[src/core/alarm_status_defines.vh]
// Register offsets, field positions and reset values of the alarm status and enable bank.
`ifndef ALARM_STATUS_DEFINES_VH
`define ALARM_STATUS_DEFINES_VH
`define OFS_REGEN_IRQ_ENABLE 8'hb0
`define OFS_REGEN_MUX_IRQ_ENABLE 8'hb1
`define OFS_MUX_SECTION_IRQ_ENABLE 8'hb2
`define OFS_PROTECTION_IRQ_ENABLE 8'hb3
`define OFS_ADAPTATION_PATH_IRQ_ENABLE 8'hb4
`define OFS_PATH_TERM_IRQ_ENABLE 8'hb5
`define OFS_RETIMING_IRQ_ENABLE 8'hb6
`define OFS_REGEN_STATUS 8'hc0
`define OFS_REGEN_MUX_STATUS 8'hc1
`define OFS_PROTECTION_STATUS 8'hc3
`define OFS_ADAPTATION_PATH_STATUS 8'hc4
`define OFS_GLOBAL_IRQ_SOURCE 8'hd1
`define OFS_TRANSMIT_IRQ_ENABLE 8'he1
`define OFS_PROT_CONTROL 8'h21
`define OFS_LOCAL_CONFIG 8'hf0
`define ENABLE_RESET 8'h00
`define CONFIG_RESET 8'h00
`define BIT_SIG_LOSS 2
`define BIT_FRAME_LOSS 1
`define BIT_OOF 0
`define BIT_SIG_FAIL 5
`define BIT_REMOTE_DEFECT 4
`define BIT_HIGH_BER 3
`define BIT_LINE_AIS 2
`define BIT_TRACE_MISMATCH 1
`define BIT_TRACE_CRC 0
`define BIT_PROT_FAIL 3
`define BIT_PROT_DEGRADE 2
`define BIT_PTR_LOSS 7
`define BIT_NEW_DATA 6
`define BIT_UNIT_AIS 5
`define BIT_CONTAINER_AIS 2
`define BIT_DEGRADE_REQUEST 1
`define BIT_CFG_SLAVE 0
`define BIT_CFG_AIS_ON_BER 1
`define BIT_CFG_SS_CHECK 2
`define K2_REMOTE_DEFECT 3'h6
`define K2_LINE_AIS 3'h7
`define SS_EXPECTED 2'h2
`define NUM_SOURCES 8
`endif

[src/core/alarm_status_bank.v]
// Alarm present-status registers, interrupt enables and 1+1 protection fail/degrade exchange.
//
// Summary of operation
// - Seven receive enable registers from 0xb0 upward, one transmit enable at 0xe1.
// - Enable bits mirror source bits; source reaches interrupt only when enabled; reset 0.
// - Global source register holds one active-interrupt bit per source register.
// - Counter-overflow sources have no status bit; the counter serves as status.
// - Byte-change sources have no status bit; the received byte serves as status.
// - Regenerator status bit 2 shows loss of signal.
// - Regenerator status bit 1 shows loss of frame.
// - Regenerator status bit 0 shows out of frame.
// - Signal fail is line AIS or enabled excessive BER; drives fail pin.
// - A protection slave also drives signal fail on the bus fail line.
// - Line remote defect reads 1 when received K2 bits 2:0 equal 110.
// - Line AIS, bit 2 at 0xc1, reads 1 when K2 bits 2:0 equal 111.
// - Bit 3 at 0xc1 shows excessive B2 bit error rate.
// - Bit 1 at 0xc1 shows section trace string mismatch.
// - Bit 0 at 0xc1 shows section trace CRC-7 mismatch.
// - Protection status shows bus fail input in bit 3, degrade in bit 2.
// - Slave bus degrade output changes only on processor write to 0x21 bit 1 or to the slave bit at 0xf0.
// - Slave bus fail output follows every change of signal fail.
// - Bit 7 at 0xc4 is pointer loss: invalid pointer or checked SS not 10.
// - Bit 6 at 0xc4 mirrors the received new data flag.
// - Bit 5 at 0xc4 reads 1 when H1 and H2 are all ones.
// - Bit 2 at 0xc4 reads 1 when the C2 label is all ones.
`include "alarm_status_defines.vh"

module alarm_status_bank (
  input wire CLK_I,
  input wire RESETN_I,
  input wire [7:0] ADDR_I,
  input wire [7:0] WDATA_I,
  input wire WR_I,
  input wire RD_I,
  output reg [7:0] RDATA_O,
  input wire [63:0] RX_IRQ_SOURCE_I,
  input wire [7:0] TX_IRQ_SOURCE_I,
  input wire SIGNAL_LOSS_I,
  input wire FRAME_LOSS_I,
  input wire OUT_OF_FRAME_I,
  input wire [7:0] RX_K2_I,
  input wire HIGH_BER_I,
  input wire TRACE_MISMATCH_I,
  input wire TRACE_CRC_ERR_I,
  input wire PTR_INVALID_I,
  input wire [1:0] SS_BITS_I,
  input wire NEW_DATA_FLAG_I,
  input wire [7:0] PTR_H1_I,
  input wire [7:0] PTR_H2_I,
  input wire [7:0] SIGNAL_LABEL_I,
  input wire PROT_BUS_FAIL_LINE_I,
  input wire PROT_BUS_DEGRADE_LINE_I,
  output wire IRQ_O,
  output reg SIGNAL_FAIL_OUT_O,
  output reg PROT_BUS_FAIL_LINE_O,
  output reg PROT_BUS_DEGRADE_LINE_O,
  output wire PROT_BUS_OE_O
);

  ////////////////////////////////////////////////////////////////////////////
  // Pin synchronisers. Detector and source inputs come from the same clock
  // domain; only the two protection bus lines arrive from another device.

  reg [1:0] prot_fail_sync_r;
  reg [1:0] prot_degrade_sync_r;

  // The lines may change at any moment relative to our clock, so only the
  // second flop of each pair is read; the first may still be settling.
  always @(posedge CLK_I or negedge RESETN_I) begin
    if (!RESETN_I) begin
      prot_fail_sync_r <= 2'h0;
    end else begin
      prot_fail_sync_r <= {prot_fail_sync_r[0], PROT_BUS_FAIL_LINE_I};
    end
  end

  always @(posedge CLK_I or negedge RESETN_I) begin
    if (!RESETN_I) begin
      prot_degrade_sync_r <= 2'h0;
    end else begin
      prot_degrade_sync_r <= {prot_degrade_sync_r[0], PROT_BUS_DEGRADE_LINE_I};
    end
  end

  ////////////////////////////////////////////////////////////////////////////
  // Writable registers.

  // Index 0..6 are the receive enables, index 7 is the transmit enable.
  reg [7:0] irq_enable_r [0:7];
  reg [7:0] local_config_r;
  reg degrade_request_bit_r;

  // Maps an enable register address to its slot: 0 to 6 receive, 7 transmit.
  // Slot 8 marks any other address, so one decoder serves both write and read.
  function [3:0] enable_slot;
    input [7:0] addr;
    begin
      case (addr)
        `OFS_REGEN_IRQ_ENABLE: enable_slot = 4'h0;
        `OFS_REGEN_MUX_IRQ_ENABLE: enable_slot = 4'h1;
        `OFS_MUX_SECTION_IRQ_ENABLE: enable_slot = 4'h2;
        `OFS_PROTECTION_IRQ_ENABLE: enable_slot = 4'h3;
        `OFS_ADAPTATION_PATH_IRQ_ENABLE: enable_slot = 4'h4;
        `OFS_PATH_TERM_IRQ_ENABLE: enable_slot = 4'h5;
        `OFS_RETIMING_IRQ_ENABLE: enable_slot = 4'h6;
        `OFS_TRANSMIT_IRQ_ENABLE: enable_slot = 4'h7;
        default: enable_slot = 4'h8;
      endcase
    end
  endfunction

  // True when the low three bits of a received byte carry the given code.
  function k2_code_match;
    input [7:0] k2;
    input [2:0] code;
    begin
      k2_code_match = (k2[2:0] == code);
    end
  endfunction

  // True when a received byte is all ones, the usual alarm fill pattern.
  function all_ones;
    input [7:0] value;
    begin
      all_ones = (value == 8'hff);
    end
  endfunction

  wire [3:0] bus_slot = enable_slot(ADDR_I);
  wire bus_hits_enable = ~bus_slot[3];

  wire slave_mode = local_config_r[`BIT_CFG_SLAVE];

  always @(posedge CLK_I or negedge RESETN_I) begin
    if (!RESETN_I) begin
      irq_enable_r[0] <= `ENABLE_RESET;
      irq_enable_r[1] <= `ENABLE_RESET;
      irq_enable_r[2] <= `ENABLE_RESET;
      irq_enable_r[3] <= `ENABLE_RESET;
      irq_enable_r[4] <= `ENABLE_RESET;
      irq_enable_r[5] <= `ENABLE_RESET;
      irq_enable_r[6] <= `ENABLE_RESET;
      irq_enable_r[7] <= `ENABLE_RESET;
      local_config_r <= `CONFIG_RESET;
      degrade_request_bit_r <= 1'b0;
    end else if (WR_I) begin
      if (bus_hits_enable) begin
        irq_enable_r[bus_slot[2:0]] <= WDATA_I;
      end else begin
        case (ADDR_I)
          `OFS_LOCAL_CONFIG: begin
            local_config_r <= {5'h00, WDATA_I[2:0]};
          end
          `OFS_PROT_CONTROL: begin
            degrade_request_bit_r <= WDATA_I[`BIT_DEGRADE_REQUEST];
          end
          default: begin
            // Writes to status registers and unmapped addresses are dropped.
          end
        endcase
      end
    end
  end

  ////////////////////////////////////////////////////////////////////////////
  // Present status, continuous and unlatched.

  wire signal_loss_status = SIGNAL_LOSS_I;
  wire frame_loss_status = FRAME_LOSS_I;
  wire out_of_frame_status = OUT_OF_FRAME_I;
  wire line_remote_defect_status = k2_code_match(RX_K2_I, `K2_REMOTE_DEFECT);
  wire line_ais_status = k2_code_match(RX_K2_I, `K2_LINE_AIS);
  wire excessive_ber_status = HIGH_BER_I;
  wire section_trace_mismatch_status = TRACE_MISMATCH_I;
  wire section_trace_crc_status = TRACE_CRC_ERR_I;
  wire ais_on_high_ber_enable = local_config_r[`BIT_CFG_AIS_ON_BER];
  wire signal_fail_status = line_ais_status
    | (ais_on_high_ber_enable & excessive_ber_status);
  wire ss_bit_check_enable = local_config_r[`BIT_CFG_SS_CHECK];
  wire pointer_loss_status = PTR_INVALID_I
    | (ss_bit_check_enable & (SS_BITS_I != `SS_EXPECTED));
  wire new_data_flag_status = NEW_DATA_FLAG_I;
  wire unit_ais_status = all_ones(PTR_H1_I) & all_ones(PTR_H2_I);
  wire container_ais_status = all_ones(SIGNAL_LABEL_I);
  wire prot_bus_fail_status = prot_fail_sync_r[1];
  wire prot_bus_degrade_status = prot_degrade_sync_r[1];

  // Counter-overflow and byte-change sources have no bit here: software
  // reads the counter or the received byte instead.
  // Every bit not set below is reserved and reads zero.
  reg [7:0] regen_status;
  reg [7:0] regen_mux_status;
  reg [7:0] protection_status;
  reg [7:0] adaptation_path_status;

  always @* begin
    regen_status = 8'h00;
    regen_status[`BIT_SIG_LOSS] = signal_loss_status;
    regen_status[`BIT_FRAME_LOSS] = frame_loss_status;
    regen_status[`BIT_OOF] = out_of_frame_status;
  end

  always @* begin
    regen_mux_status = 8'h00;
    regen_mux_status[`BIT_SIG_FAIL] = signal_fail_status;
    regen_mux_status[`BIT_REMOTE_DEFECT] = line_remote_defect_status;
    regen_mux_status[`BIT_HIGH_BER] = excessive_ber_status;
    regen_mux_status[`BIT_LINE_AIS] = line_ais_status;
    regen_mux_status[`BIT_TRACE_MISMATCH] = section_trace_mismatch_status;
    regen_mux_status[`BIT_TRACE_CRC] = section_trace_crc_status;
  end

  // These two bits lag the pins by the synchroniser; they only matter on a
  // protection main, but are shown in every role.
  always @* begin
    protection_status = 8'h00;
    protection_status[`BIT_PROT_FAIL] = prot_bus_fail_status;
    protection_status[`BIT_PROT_DEGRADE] = prot_bus_degrade_status;
  end

  always @* begin
    adaptation_path_status = 8'h00;
    adaptation_path_status[`BIT_PTR_LOSS] = pointer_loss_status;
    adaptation_path_status[`BIT_NEW_DATA] = new_data_flag_status;
    adaptation_path_status[`BIT_UNIT_AIS] = unit_ais_status;
    adaptation_path_status[`BIT_CONTAINER_AIS] = container_ais_status;
  end

  ////////////////////////////////////////////////////////////////////////////
  // Interrupt gating and global source.

  // The global flags are not gated by the enables, so software can poll the
  // sources with every enable off; only the pin honours the enables.
  wire [7:0] global_irq_source;
  wire [7:0] enabled_any;

  assign global_irq_source[0] = |RX_IRQ_SOURCE_I[7:0];
  assign global_irq_source[1] = |RX_IRQ_SOURCE_I[15:8];
  assign global_irq_source[2] = |RX_IRQ_SOURCE_I[23:16];
  assign global_irq_source[3] = |RX_IRQ_SOURCE_I[31:24];
  assign global_irq_source[4] = |RX_IRQ_SOURCE_I[39:32];
  assign global_irq_source[5] = |RX_IRQ_SOURCE_I[47:40];
  assign global_irq_source[6] = |RX_IRQ_SOURCE_I[55:48];
  assign global_irq_source[7] = |TX_IRQ_SOURCE_I;

  assign enabled_any[0] = |(RX_IRQ_SOURCE_I[7:0] & irq_enable_r[0]);
  assign enabled_any[1] = |(RX_IRQ_SOURCE_I[15:8] & irq_enable_r[1]);
  assign enabled_any[2] = |(RX_IRQ_SOURCE_I[23:16] & irq_enable_r[2]);
  assign enabled_any[3] = |(RX_IRQ_SOURCE_I[31:24] & irq_enable_r[3]);
  assign enabled_any[4] = |(RX_IRQ_SOURCE_I[39:32] & irq_enable_r[4]);
  assign enabled_any[5] = |(RX_IRQ_SOURCE_I[47:40] & irq_enable_r[5]);
  assign enabled_any[6] = |(RX_IRQ_SOURCE_I[55:48] & irq_enable_r[6]);
  assign enabled_any[7] = |(TX_IRQ_SOURCE_I & irq_enable_r[7]);
  // The interrupt pin is combinational so it clears as soon as the source does.
  assign IRQ_O = |enabled_any;

  ////////////////////////////////////////////////////////////////////////////
  // Protection exchange. The bus lines are driven only by a slave; a master
  // listens, so the enable keeps two masters from fighting on the wire.

  assign PROT_BUS_OE_O = slave_mode;

  // The fail pin follows signal fail in either role.
  always @(posedge CLK_I or negedge RESETN_I) begin
    if (!RESETN_I) begin
      SIGNAL_FAIL_OUT_O <= 1'b0;
    end else begin
      SIGNAL_FAIL_OUT_O <= signal_fail_status;
    end
  end

  // A slave copies every change of signal fail onto the bus one cycle later.
  always @(posedge CLK_I or negedge RESETN_I) begin
    if (!RESETN_I) begin
      PROT_BUS_FAIL_LINE_O <= 1'b0;
    end else begin
      PROT_BUS_FAIL_LINE_O <= slave_mode & signal_fail_status;
    end
  end

  // The degrade line moves only once a processor write has landed in the
  // request bit or the slave bit; the block never decides degrade on its own.
  always @(posedge CLK_I or negedge RESETN_I) begin
    if (!RESETN_I) begin
      PROT_BUS_DEGRADE_LINE_O <= 1'b0;
    end else begin
      PROT_BUS_DEGRADE_LINE_O <= slave_mode & degrade_request_bit_r;
    end
  end

  ////////////////////////////////////////////////////////////////////////////
  // Read path: data one cycle after the strobe, no side effects.

  reg [7:0] rdata_nxt;

  always @* begin
    rdata_nxt = 8'h00;
    if (bus_hits_enable) begin
      rdata_nxt = irq_enable_r[bus_slot[2:0]];
    end else begin
      case (ADDR_I)
        `OFS_REGEN_STATUS: rdata_nxt = regen_status;
        `OFS_REGEN_MUX_STATUS: rdata_nxt = regen_mux_status;
        `OFS_PROTECTION_STATUS: rdata_nxt = protection_status;
        `OFS_ADAPTATION_PATH_STATUS: rdata_nxt = adaptation_path_status;
        `OFS_GLOBAL_IRQ_SOURCE: rdata_nxt = global_irq_source;
        `OFS_LOCAL_CONFIG: rdata_nxt = local_config_r;
        `OFS_PROT_CONTROL: rdata_nxt = {6'h00, degrade_request_bit_r, 1'b0};
        default: rdata_nxt = 8'h00;
      endcase
    end
  end

  always @(posedge CLK_I or negedge RESETN_I) begin
    if (!RESETN_I) begin
      RDATA_O <= 8'h00;
    end else if (RD_I) begin
      RDATA_O <= rdata_nxt;
    end else begin
      RDATA_O <= 8'h00;
    end
  end

endmodule // alarm_status_bank

[config.mk]
export PLATFORM = sky130hd
export DESIGN_NAME = alarm_status_bank
export DESIGN_NICKNAME = d
export VERILOG_FILES = /design/src/core/alarm_status_bank.v
export VERILOG_INCLUDE_DIRS = /design/src /design/src/core
export SDC_FILE = /design/constraint.sdc
export NUM_CORES = 1
export LEC_CHECK = 0
export ABC_AREA = 1
export BUFFER_PORTS_ARGS = -buffer_cell sky130_fd_sc_hd__buf_2
export CAP_MARGIN = 20
export CORE_MARGIN = 3
export CORE_UTILIZATION = 53
export CTS_BUF_LIST = sky130_fd_sc_hd__clkbuf_8
export DETAILED_ROUTE_END_ITERATION = 7
export PLACE_DENSITY_LB_ADDON = 0.3
export SYNTH_ARGS = -nofsm -noshare
export SYNTH_HDL_FRONTEND = slang
export SYNTH_SLANG_ARGS = --single-unit
[constraint.sdc]
create_clock -name CLK_I -period 1.5 [get_ports CLK_I]
set_clock_uncertainty 0.2 [all_clocks]
set_input_delay 0 -clock CLK_I [delete_from_list [all_inputs] [get_ports CLK_I]]
set_output_delay 0 -clock CLK_I [all_outputs]
set_load 0.1 [all_outputs]
==> flow_summary.yaml <==
hold_path:
  holdPathEnd: "RDATA_O[7]"
  hold_depth: 7
  min_from: "TX_IRQ_SOURCE_I[3]"
  hold_class: "in -> reg"
clock_network:
  clk_pin_slew_worst_paths_ps: 100
  cts_tree: "yes"
  cts_buffers: 9
  clkLatencyLatePin_ps: 380
  cts_max_level: 3
  clock_sinks: 83
  cts.path.max_buffers: 2
  cts_root_buf: "clkbuf_8"
floorplanning:
  initial_core_util_pct: 55.9
  ios: 149
  coreArea_sq_mm: 0.00838
  die_width_microns: 100
  row_count: 33
  dieArea_sq_mm: 0.0100
  die-height_microns: 100
synthesis:
  syn_inst: 615
  synth_top_family_by_area: "simple AND/OR/NAND/NOR gates"
  ys_types: 31
  syn-cell-area_sq_mm: 0.00468
  yosys.area.top_type_share_pct: 44.3
  syn-num-nets: 751
  yosys.area_share.xor_xnor_pct: 0
  ys_seq_area_share_pct: 44.3
  postSynthAreaPerCell_sq_um: 7.62
  synth.largest_area_cell: "dfrtp_1"
  synth_fa_ha_area_share_pct: 0
  synth_compound_area_share_pct: 12.6
  synth-seq-cells: 83
  synth.area.mux_share_pct: 0
  synth_area_leaders: "dfrtp_1 44%, nand2_1 14%, nand4_1 6.3%, nand3_1 5.4%, o21ai_1 5.1%"
  yosys_warnings: 0
  synth-simple-area-share_pct: 37.9
critical_path:
  critPathMaxFanout: 2
  cp_data_required_time_ps: 1300
  crit_chain: "a22o_1 -> nor3_2 -> nand4_1 -> nor2_1 -> nand2_2 -> buf_12"
  worstPathArrival_ps: 1800
  r2r_end: "RDATA_O[7]"
  regToRegSetupSlack_ps: 40
  rr_startpoint: "irq_enable_r[31]"
  start_kind: "flip-flop"
  crit_type: "reg -> out"
  path_buf_inv: 1
  crit_path_end_kind: "primary output"
  worst_path_largest_cell_delay_ps: 400
  cp_top_family: "simple AND/OR/NAND/NOR gates"
  crit_path_top_delay_cell: "dfrtp_1"
  r2r_cells: 8
timing:
  min_period_ps: 2000
  finalSetupViolations: 1
  fmax_ghz: 0.500
  setup_tns_ps: -501
  worst_slack_ps: -501
  post-route-period-util_pct: 133
  slew_viol_final: 0
  fin_hold_ws_ps: 28.5
  worstMarginPinSlew_ps: 590
  hold_viol: 0
  rsz0062_at_grt: "true"
  relSlewSlack_pct: 60.6
place:
  placedCellCount: 928
  place.gp.congestion: 0.951
  io_buffers: 135
  placed_area_sq_mm: 0.00614
  dpl.hpwl_microns: 12400
  place_ws_ps: -212
power_and_ir_drop:
  power_frac_clock_pct: 28.4
  powerDensity_mw_per_mm2: 766
  net-switching-power_mw: 1.63
  seqPwrFrac_pct: 46.7
  p_leak_nw: 3.48
  internal_power_mw: 3.57
  combPwrFrac_pct: 24.9
  power_mw: 5.21
  switching_share_pct: 31.4
  ir_drop_uv: 491
detailed_routing:
  ant_nets: 0
  vias: 5715
  via_per_inst: 5.80
  dr.pass1.iters: 6
  drcViolationCount: 0
  wl_per_cell_microns: 17.9
  first_iter_violations: 514
  drt-total-wl_microns: 17600
global_routing:
  grt_pass1_vias: 5521
  antenna_found_initial: 1
  grt.total_usage_pct: 35.2
  grt_overflow: 0
  grt_max_degree: 47
  grt_pass1_wl_microns: 27300
cells_and_area:
  nets: 1012
  area_growth_syn_to_layout_pct: 45.2
  fin_util_pct: 81.1
  drive_above_1_share_pct: 32.0
  instances_no_fill: 985
  antennaDiodeCount: 0
  postLayoutCellArea_sq_mm: 0.00680
run_status:
  violations: "negative setup slack"
  status: "finished with violations"
job:
  maxCapViolCount: 0
[timing repair]
item                       in CTS  in global routing
resized for setup               8                  9
buffers inserted                1                  1
pin swaps                       3                 11
cloned                          0                  0
setup endpoints to repair       1                  5
hold buffers                   41                  0
hold endpoints to repair      159                  0
[sequential cells by signal (all words and copies together), names as in the netlist]
| register | flops |
|---|---|
| prot_degrade_sync_r | 2 |
| irq_enable_r | 64 |
| PROT_BUS_DEGRADE_LINE_O | 1 |
| RDATA_O | 8 |
| PROT_BUS_FAIL_LINE_O | 1 |
| degrade_request_bit_r | 1 |
| local_config_r | 3 |
| prot_fail_sync_r | 2 |
| SIGNAL_FAIL_OUT_O | 1 |
[cells in the mapped netlist (all sizes together)]
master and n:
clkinv 1, clkbuf 8, nor3 8, nand3 52, a221oi 2, buf 14
a21oi 18, nor4 14, inv 29, nor2 59, nand2 191, nand4 48
a21boi 1, dfrtp 83, and2 1, nand3b 3, a22o 16, o21ai 67
[placed cells by master, fill, tap and decap left out, types with 19 or more instances in the layout]
cell and count:
o21ai_1 48, inv_1 26, dlygate4sd3_1 41, nand2_1 177, nand3_1 49, o21ai_0 19
nand4_1 47, buf_4 92, buf_2 133, dfrtp_1 82, nor2_1 52
[cell families (layout without fill, tap and decap cells)]
| group | after synthesis | after routing |
|---|---|---|
| AND/OR/NAND/NOR | 376 | 376 |
| buffers and inverters | 52 | 317 |
| AO/OA/AOI/OAI | 104 | 104 |
| flip-flops | 83 | 83 |
[how the worst max path moves through the flow]
stage	start	to	slack [ps]	depth (start not counted)
after CTS	irq_enable_r[30]	IRQ_O	-460	6
final	irq_enable_r[29]	IRQ_O	-500	6
after floorplan	irq_enable_r[15]	IRQ_O	-30	5
after global routing	irq_enable_r[56]	IRQ_O	-550	7
after global placement	irq_enable_r[62]	IRQ_O	-190	6
after detailed placement	irq_enable_r[31]	IRQ_O	-210	6
[worst reg2reg max path: stages (launching register included)]
cell     delay [ps]
dfrtp_1         410
buf_4           140
buf_4           130
nand4_1          80
nand3_2         100
nand2_2         100
nor2_4           40
nor2_1          110
nor2_1           60
[power groups by stage]
stage | combinational (mW) | sequential (mW) | clock (mW)
2_1_floorplan | 0.454 | 2.51 | 0
3_3_place_gp | 1.09 | 2.47 | 0
3_5_place_dp | 1.11 | 2.47 | 0
4_1_cts | 1.25 | 2.43 | 1.47
5_1_grt | 1.39 | 2.44 | 1.55
6_report | 1.29 | 2.43 | 1.48
[cell type report]
type / instances / area (sq um)
multi-input combinational: 480 / 2420
sequential: 83 / 2080
timing repair buffer: 272 / 1890
fill: 570 / 1580
clock buffer: 10 / 138
tap: 105 / 131
inverter: 30 / 113
clock inverter: 5 / 31.3
[routing by layer]
| metal | up-vias | part of all wire, % | global-route usage, % |
|---|---|---|---|
| met5 | - | 0.062 | 0 |
| met3 | 48 | 10 | 6.53 |
| met2 | 358 | 48 | 58.4 |
| met4 | 2 | 3.3 | 15.2 |
| li1 | 2661 | - | - |
| met1 | 2646 | 39 | 45.1 |
Power figures use the tool's default switching activity.
